<file path="config.mk">
export PLATFORM = sky130hd
export DESIGN_NAME = pceint_top
export DESIGN_NICKNAME = d
export VERILOG_FILES = /design/src/include/pceint_pkg.sv /design/src/include/pceint_edge_if.sv /design/src/verilog/pceint_top.sv /design/src/verilog/pceint_edge_det.sv
export SDC_FILE = /design/constraint.sdc
export NUM_CORES = 1
export LEC_CHECK = 0
export ABC_AREA = 1
export BUFFER_PORTS_ARGS = -buffer_cell sky130_fd_sc_hd__clkbuf_2
export CORE_ASPECT_RATIO = 0.7
export CORE_MARGIN = 10
export CORE_UTILIZATION = 49
export CTS_CLUSTER_SIZE = 20
export DETAILED_ROUTE_END_ITERATION = 12
export HOLD_SLACK_MARGIN = 0.03
export PLACE_DENSITY = 0.85
export SETUP_SLACK_MARGIN = 0.15
export SYNTH_ARGS = -nofsm -noshare
export SYNTH_HDL_FRONTEND = slang
export SYNTH_SLANG_ARGS = --single-unit
export TNS_END_PERCENT = 100
</file>
<file path="constraint.sdc">
create_clock -name i_mclk -period 4.5 [get_ports i_mclk]
set_input_delay 0.9 -clock i_mclk [delete_from_list [all_inputs] [get_ports i_mclk]]
set_output_delay 0.9 -clock i_mclk [all_outputs]
set_load 0.01 [all_outputs]
</file>
<file path="src/include/pceint_pkg.sv">
// Purpose: Shared constants for the pin edge change interrupt block
// Assumes: 32-bit AHB-Lite register bus, one word per register
// Notes:   Byte offsets are chosen locally; no offsets are printed

package pceint_pkg;

  // ----------------------------------------
  // Sizes
  // ----------------------------------------
  localparam int unsigned PCEINT_NPINS    = 6;
  localparam int unsigned PCEINT_REG_W    = 8;
  localparam int unsigned PCEINT_SYNC_N   = 2;

  // ----------------------------------------
  // Register map, byte addresses
  // ----------------------------------------
  localparam logic [7:0] PCEINT_OFS_RISE  = 8'h00;
  localparam logic [7:0] PCEINT_OFS_FALL  = 8'h04;
  localparam logic [7:0] PCEINT_OFS_FLAGS = 8'h08;
  localparam logic [7:0] PCEINT_OFS_ICTL  = 8'h0c;
  localparam logic [7:0] PCEINT_OFS_SLEEP = 8'h10;
  localparam int unsigned PCEINT_ADDR_W   = 8;

  // ----------------------------------------
  // Field positions in interrupt_control
  // ----------------------------------------
  localparam int unsigned PCEINT_ICTL_SUM = 0;
  localparam int unsigned PCEINT_ICTL_MEN = 3;

  // ----------------------------------------
  // Reset values and bus encodings
  // ----------------------------------------
  localparam logic [PCEINT_NPINS-1:0] PCEINT_RST_PINS = 6'h00;
  localparam logic [31:0] PCEINT_RDATA_ZERO = 32'h0000_0000;
  localparam logic [1:0]  PCEINT_HTRANS_NONSEQ = 2'h2;
  localparam logic [1:0]  PCEINT_HTRANS_SEQ    = 2'h3;

  typedef enum logic [1:0] {
    PCEINT_REG_NONE,
    PCEINT_REG_WR,
    PCEINT_REG_RD
  } pceint_acc_t;

endpackage

</file>
<file path="src/include/pceint_edge_if.sv">
// Purpose: Carries synchronised pin state and edge pulses between modules
// Assumes: Single clock domain
// Notes:   Detector drives, register file listens

`timescale 1ns/1ps

interface pceint_edge_if;
  import pceint_pkg::*;

  logic [PCEINT_NPINS-1:0] level;
  logic [PCEINT_NPINS-1:0] rise_evt;
  logic [PCEINT_NPINS-1:0] fall_evt;

  modport det (output level, output rise_evt, output fall_evt);
  modport reg_side (input level, input rise_evt, input fall_evt);
endinterface

</file>
<file path="src/verilog/pceint_top.sv">
// Purpose: Pin edge change interrupt unit with AHB-Lite register slave
// Assumes: Single 200 MHz clock, async active-high reset, word accesses
// Notes:   Zero wait states; every access answers OKAY
//
// The address map and register access over AHB-Lite were chosen for this implementation.

`timescale 1ns/1ps

module pceint_top
  import pceint_pkg::*;
(
  input  wire logic                        i_mclk,
  input  wire logic                        i_rst,
  input  wire logic [PCEINT_NPINS-1:0]     i_pins,
  input  wire logic                        i_hsel,
  input  wire logic [31:0]                 i_haddr,
  input  wire logic [1:0]                  i_htrans,
  input  wire logic                        i_hwrite,
  input  wire logic [2:0]                  i_hsize,
  input  wire logic [31:0]                 i_hwdata,
  input  wire logic                        i_hready,
  output logic      [31:0]                 o_hrdata,
  output logic                             o_hreadyout,
  output logic                             o_hresp,
  output logic                             o_irq,
  output logic                             o_wake
);
  import pceint_pkg::*;

  // ----------------------------------------
  // Edge detection
  // ----------------------------------------
  pceint_edge_if edge_bus ();

  pceint_edge_det u_det (
    .i_mclk   (i_mclk),
    .i_rst    (i_rst),
    .i_pins   (i_pins),
    .edge_bus (edge_bus)
  );

  // ----------------------------------------
  // Registers
  // ----------------------------------------
  logic [PCEINT_NPINS-1:0] rise_en_r;
  logic [PCEINT_NPINS-1:0] fall_en_r;
  logic [PCEINT_NPINS-1:0] flags_r;
  logic [PCEINT_NPINS-1:0] flags_nxt;
  logic                    master_en_r;
  logic                    sleep_r;
  logic [PCEINT_NPINS-1:0] hit;
  logic                    summary;

  // ----------------------------------------
  // AHB-Lite address phase capture
  // ----------------------------------------
  logic                       wr_pend_r;
  logic [PCEINT_ADDR_W-1:0]   wr_addr_r;
  logic                       rd_req;
  logic                       wr_req;
  logic [PCEINT_ADDR_W-1:0]   req_addr;

  assign req_addr = i_haddr[PCEINT_ADDR_W-1:0];
  assign rd_req = i_hsel & i_hready & ~i_hwrite &
                  ((i_htrans == PCEINT_HTRANS_NONSEQ) | (i_htrans == PCEINT_HTRANS_SEQ));
  assign wr_req = i_hsel & i_hready & i_hwrite &
                  ((i_htrans == PCEINT_HTRANS_NONSEQ) | (i_htrans == PCEINT_HTRANS_SEQ));

  always_ff @(posedge i_mclk or posedge i_rst) begin
    if (i_rst) begin
      wr_pend_r <= 1'b0;
      wr_addr_r <= '0;
    end else begin
      wr_pend_r <= wr_req;
      wr_addr_r <= req_addr;
    end
  end

  // Write data arrives in the data phase; decode there
  logic wr_rise;
  logic wr_fall;
  logic wr_flags;
  logic wr_ictl;
  logic wr_sleep;

  assign wr_rise  = wr_pend_r & (wr_addr_r == PCEINT_OFS_RISE);
  assign wr_fall  = wr_pend_r & (wr_addr_r == PCEINT_OFS_FALL);
  assign wr_flags = wr_pend_r & (wr_addr_r == PCEINT_OFS_FLAGS);
  assign wr_ictl  = wr_pend_r & (wr_addr_r == PCEINT_OFS_ICTL);
  assign wr_sleep = wr_pend_r & (wr_addr_r == PCEINT_OFS_SLEEP);

  // ----------------------------------------
  // Edge enables, bits 7 and 6 not stored
  // ----------------------------------------
  always_ff @(posedge i_mclk or posedge i_rst) begin
    if (i_rst) begin
      rise_en_r <= PCEINT_RST_PINS;
      fall_en_r <= PCEINT_RST_PINS;
    end else begin
      if (wr_rise) begin
        rise_en_r <= i_hwdata[PCEINT_NPINS-1:0];
      end
      if (wr_fall) begin
        fall_en_r <= i_hwdata[PCEINT_NPINS-1:0];
      end
    end
  end

  // ----------------------------------------
  // Control: master enable and sleep state
  // ----------------------------------------
  always_ff @(posedge i_mclk or posedge i_rst) begin
    if (i_rst) begin
      master_en_r <= 1'b0;
      sleep_r     <= 1'b0;
    end else begin
      if (wr_ictl) begin
        master_en_r <= i_hwdata[PCEINT_ICTL_MEN];
      end
      if (o_wake) begin
        sleep_r <= 1'b0;
      end else if (wr_sleep) begin
        sleep_r <= i_hwdata[0];
      end
    end
  end

  // ----------------------------------------
  // Qualified edges and sticky flags
  // ----------------------------------------
  // Detection runs regardless of master enable or sleep
  assign hit = (edge_bus.rise_evt & rise_en_r)
             | (edge_bus.fall_evt & fall_en_r);

  always_comb begin
    flags_nxt = flags_r;
    if (wr_flags) begin
      flags_nxt = flags_r & i_hwdata[PCEINT_NPINS-1:0];
    end
    flags_nxt = flags_nxt | hit;
  end

  // Flag only rises on a qualified edge, so zero means none since clear
  always_ff @(posedge i_mclk or posedge i_rst) begin
    if (i_rst) begin
      flags_r <= PCEINT_RST_PINS;
    end else begin
      flags_r <= flags_nxt;
    end
  end

  assign summary = |flags_r;

  // ----------------------------------------
  // Interrupt and wake outputs
  // ----------------------------------------
  // Wake follows the flag, so the flag is visible before the core resumes
  assign o_irq  = summary & master_en_r;
  assign o_wake = sleep_r & summary & master_en_r;

  // ----------------------------------------
  // Read data, registered for the data phase
  // ----------------------------------------
  logic [31:0] rdata_nxt;

  always_comb begin
    rdata_nxt = PCEINT_RDATA_ZERO;
    if (rd_req) begin
      unique case (req_addr)
        PCEINT_OFS_RISE:  rdata_nxt[PCEINT_NPINS-1:0] = rise_en_r;
        PCEINT_OFS_FALL:  rdata_nxt[PCEINT_NPINS-1:0] = fall_en_r;
        PCEINT_OFS_FLAGS: rdata_nxt[PCEINT_NPINS-1:0] = flags_nxt;
        PCEINT_OFS_ICTL: begin
          rdata_nxt[PCEINT_ICTL_MEN] = master_en_r;
          rdata_nxt[PCEINT_ICTL_SUM] = |flags_nxt;
        end
        PCEINT_OFS_SLEEP: rdata_nxt[0] = sleep_r;
        default:          rdata_nxt = PCEINT_RDATA_ZERO;
      endcase
    end
  end

  always_ff @(posedge i_mclk or posedge i_rst) begin
    if (i_rst) begin
      o_hrdata <= PCEINT_RDATA_ZERO;
    end else begin
      o_hrdata <= rdata_nxt;
    end
  end

  // Zero wait states; size and unmapped addresses still answer OKAY
  assign o_hreadyout = 1'b1;
  assign o_hresp     = 1'b0;

endmodule

</file>
<file path="src/verilog/pceint_edge_det.sv">
// Purpose: Synchronise port pins and detect raw rising and falling edges
// Assumes: Pins are asynchronous to i_mclk
// Notes:   First sync stage feeds only the second stage

`timescale 1ns/1ps

module pceint_edge_det
  import pceint_pkg::*;
(
  input  wire logic                        i_mclk,
  input  wire logic                        i_rst,
  input  wire logic [PCEINT_NPINS-1:0]     i_pins,
  pceint_edge_if.det                       edge_bus
);

  // ----------------------------------------
  // Two-stage synchroniser and previous sample
  // ----------------------------------------
  logic [PCEINT_NPINS-1:0] sync1_r;
  logic [PCEINT_NPINS-1:0] sync2_r;
  logic [PCEINT_NPINS-1:0] prev_r;

  always_ff @(posedge i_mclk or posedge i_rst) begin
    if (i_rst) begin
      sync1_r <= PCEINT_RST_PINS;
      sync2_r <= PCEINT_RST_PINS;
      prev_r  <= PCEINT_RST_PINS;
    end else begin
      sync1_r <= i_pins;
      sync2_r <= sync1_r;
      prev_r  <= sync2_r;
    end
  end

  // ----------------------------------------
  // Per-pin edge compare
  // ----------------------------------------
  genvar g;
  generate
    for (g = 0; g < PCEINT_NPINS; g++) begin : g_pin
      assign edge_bus.rise_evt[g] = sync2_r[g] & ~prev_r[g];
      assign edge_bus.fall_evt[g] = ~sync2_r[g] & prev_r[g];
    end
  endgenerate

  assign edge_bus.level = sync2_r;

endmodule

</file>
==> flow_summary.json <==
{
  "path_depth": 5,
  "fin_hold_ws_ns": 0.354,
  "vdd_drop_max_uv": 179,
  "power.total_w": 0.000821,
  "numCtsBuffers": 5,
  "rows": 20,
  "drive_gt1_frac": 0.193,
  "syn_to_final_growth_pct": 8.49,
  "synth_area_leaders": "dfrtp_1 57%, nand2_1 9.5%, buf_4 9.0%, inv_1 4.4%, o21ai_0 3.7%",
  "whs_path_depth": 0,
  "wl_um": 4920,
  "synth_most_common_cell": "nand2_1",
  "cpPeakStageDelay_ns": 0.40,
  "synth_top_area_frac": 0.570,
  "timing_hold_violations_final": 0,
  "coreArea_sq_mm": 0.00445,
  "p_leak_nw": 1.29,
  "synth_flop_cell": "dfrtp_1",
  "synth_common_cells": "59 x nand2_1, 53 x dfrtp_1, 28 x buf_4, 27 x inv_1",
  "max_freq_ghz": 0.442,
  "route.detailed.drc": 0,
  "rsz0062_at_grt": "false",
  "antenna_cells": 0,
  "fin_nets": 365,
  "critPathRequiredTime_ns": 3.60,
  "setup_viol": 0,
  "multi_input_area_sq_um": 777,
  "maxCapViolCount": 0,
  "initialDrtViolationCount": 193,
  "fp.dieH_um": 77.7,
  "fin_crit_ns": 2.26,
  "initial_core_util": 0.522,
  "synth_edf_count": 0,
  "tightest_slew_ns": 1.04,
  "path_cells": "nor4_1 > nand2_1 > nand2_1 > nor2_1 > clkbuf_2",
  "clkTransAtPathRegs_ns": 0.09,
  "status": "finished clean",
  "dp.final_hpwl_um": 3830,
  "cp_max_fo": 2,
  "crit_slowest_cell": "dfrtp_1",
  "synth_area_sq_mm": 0.00233,
  "clk_latency_ns": 0.30,
  "grt_util_met2": 0.176,
  "ctsResizeCount": 0,
  "yosys_warnings": 0,
  "endpoint_kind": "primary output",
  "grt_overflow": 0,
  "ioPinCount": 116,
  "cts_setup_buffers": 0,
  "busiest_layer": "met2",
  "ys_ff_latch": 53,
  "clk_path_buf_depth": 2,
  "cp-start-kind": "register",
  "final_cells": 340,
  "synth_cell_types": 25,
  "die-area_sq_mm": 0.00795,
  "grt_pass1_wl_um": 7760,
  "cts-root-buf": "clkbuf_8",
  "power.density_mw_per_mm2": 325,
  "grt_pass1_vias": 1623,
  "slew-limit-headroom": 0.309,
  "period_share": 0.502,
  "met3_usage": 0.0478,
  "fin_skew_ns": 0.00636,
  "grt_antenna_before_repair": 0,
  "synth_largest_area_cell": "dfrtp_1",
  "cpMostUsedCell": "nand2_1",
  "dieWidth_um": 102,
  "regArea_sq_mm": 0.00133,
  "report.final.slew_viol_count": 0,
  "postRouteAntennaNets": 0,
  "avgRoutedWirePerCell_um": 14.5,
  "avgSynthCellArea_sq_um": 9.35,
  "cts.htree.levels": 2,
  "dp.cells": 333,
  "drtPass1Iterations": 4,
  "vias": 1704,
  "hold_class": "reg -> reg",
  "fillers": 394,
  "crit_buf_inv": 1,
  "setup_tns_ns": 0,
  "syn_inst": 249,
  "ys_async_sr_fraction": 1.00,
  "setup.worst_path.class": "reg -> out",
  "holdBufCountCts": 0,
  "clock-sinks": 53,
  "viasPerCell": 5.01,
  "rr_worst_depth": 6,
  "met1_usage": 0.167,
  "cp.arrival_ns": 1.36,
  "cts_tree": "done",
  "grt_max_degree": 54,
  "numPortBuffers": 33,
  "critPathTopFamily": "simple AND/OR/NAND/NOR gates",
  "globalplace.congestion": 0.972,
  "synth-seq-area-share": 0.570,
  "grtUsageTotal": 0.124
}
## registers in the layout, summed over array words and instances (netlist names)
register / cells
wr_pend_r: 1
fall_en_r: 6
u_det.sync1_r: 6
o_hrdata: 6
sleep_r: 1
master_en_r: 1
flags_r: 6
u_det.prev_r: 6
rise_en_r: 6
wr_addr_r: 8
u_det.edge_bus.level: 6
## layout by cell type, fill, tap and decap left out, drive strengths merged
| cell type | n |
|---|---|
| mux2 | 1 |
| o21ai | 17 |
| nand4 | 2 |
| nor4b | 1 |
| conb | 28 |
| dfrtp | 53 |
| nand2 | 65 |
| nor4 | 2 |
| clkbuf | 40 |
| a211oi | 1 |
| a41oi | 1 |
| inv | 27 |
| nor3 | 3 |
| nand3 | 12 |
| a31oi | 5 |
| nand3b | 3 |
| nor2 | 22 |
| a21oi | 1 |
| nor3b | 1 |
## worst register-to-register path: stages (launching register included)
cell and delay, ns:
dfrtp_1 0.39, inv_1 0.06, nand2_1 0.09, nor3_1 0.25, nand4_1 0.46, nand2_1 0.20
o21ai_0 0.10
## through the flow
stage	instance area, sq um	setup slack, ns	util
5_1_grt	2520	2.15	0.567
6_report	2520	2.24	0.567
2_1_floorplan	2420	2.31	-
4_1_cts	2520	2.23	0.567
3_5_place_dp	2440	2.28	0.547
3_3_place_gp	2440	2.37	0.547
## area by class of cell
| cell class | count | area share |
|---|---|---|
| inverter | 27 | 0.0401 |
| timing repair buffer | 33 | 0.0654 |
| multi-input combinational | 165 | 0.308 |
| clock buffer | 7 | 0.0342 |
| tap | 55 | 0.0273 |
| sequential | 53 | 0.525 |
## metal layers
metal  wire length [um]  share of wire
met5                  0              0
met3                567           0.12
met2               2150           0.44
met1               2090           0.42
met4                112          0.023
## worst paths after layout
kind	start	to	slack, ns
worst max-delay path	flags_r[2]	o_wake	2.24
worst min-delay path	u_det.sync1_r[0]	u_det.edge_bus.level[0]	0.35
worst max register to register	wr_addr_r[7]	fall_en_r[0]	2.81
worst min register to register	u_det.sync1_r[0]	u_det.edge_bus.level[0]	0.35
max in group asynchronous	i_rst	flags_r[4]	3.03
min in group asynchronous	i_rst	u_det.sync1_r[1]	0.83
## kinds of logic after synthesis
group	share of synthesized area
AOI/OAI and AO/OA	0.0608
other	0.00323
muxes	0.00484
and+or+nand+nor	0.223
buffers and inverters	0.138
DFF	0.570
## report_power, final
group | internal [W] | switching, W | total [W]
combinational | 0.0000168 | 0.0000436 | 0.0000604
clock | 0.000122 | 0.000139 | 0.000261
sequential | 0.000491 | 0.00000864 | 0.000499
Note: power is estimated with default switching activity, not from simulation.
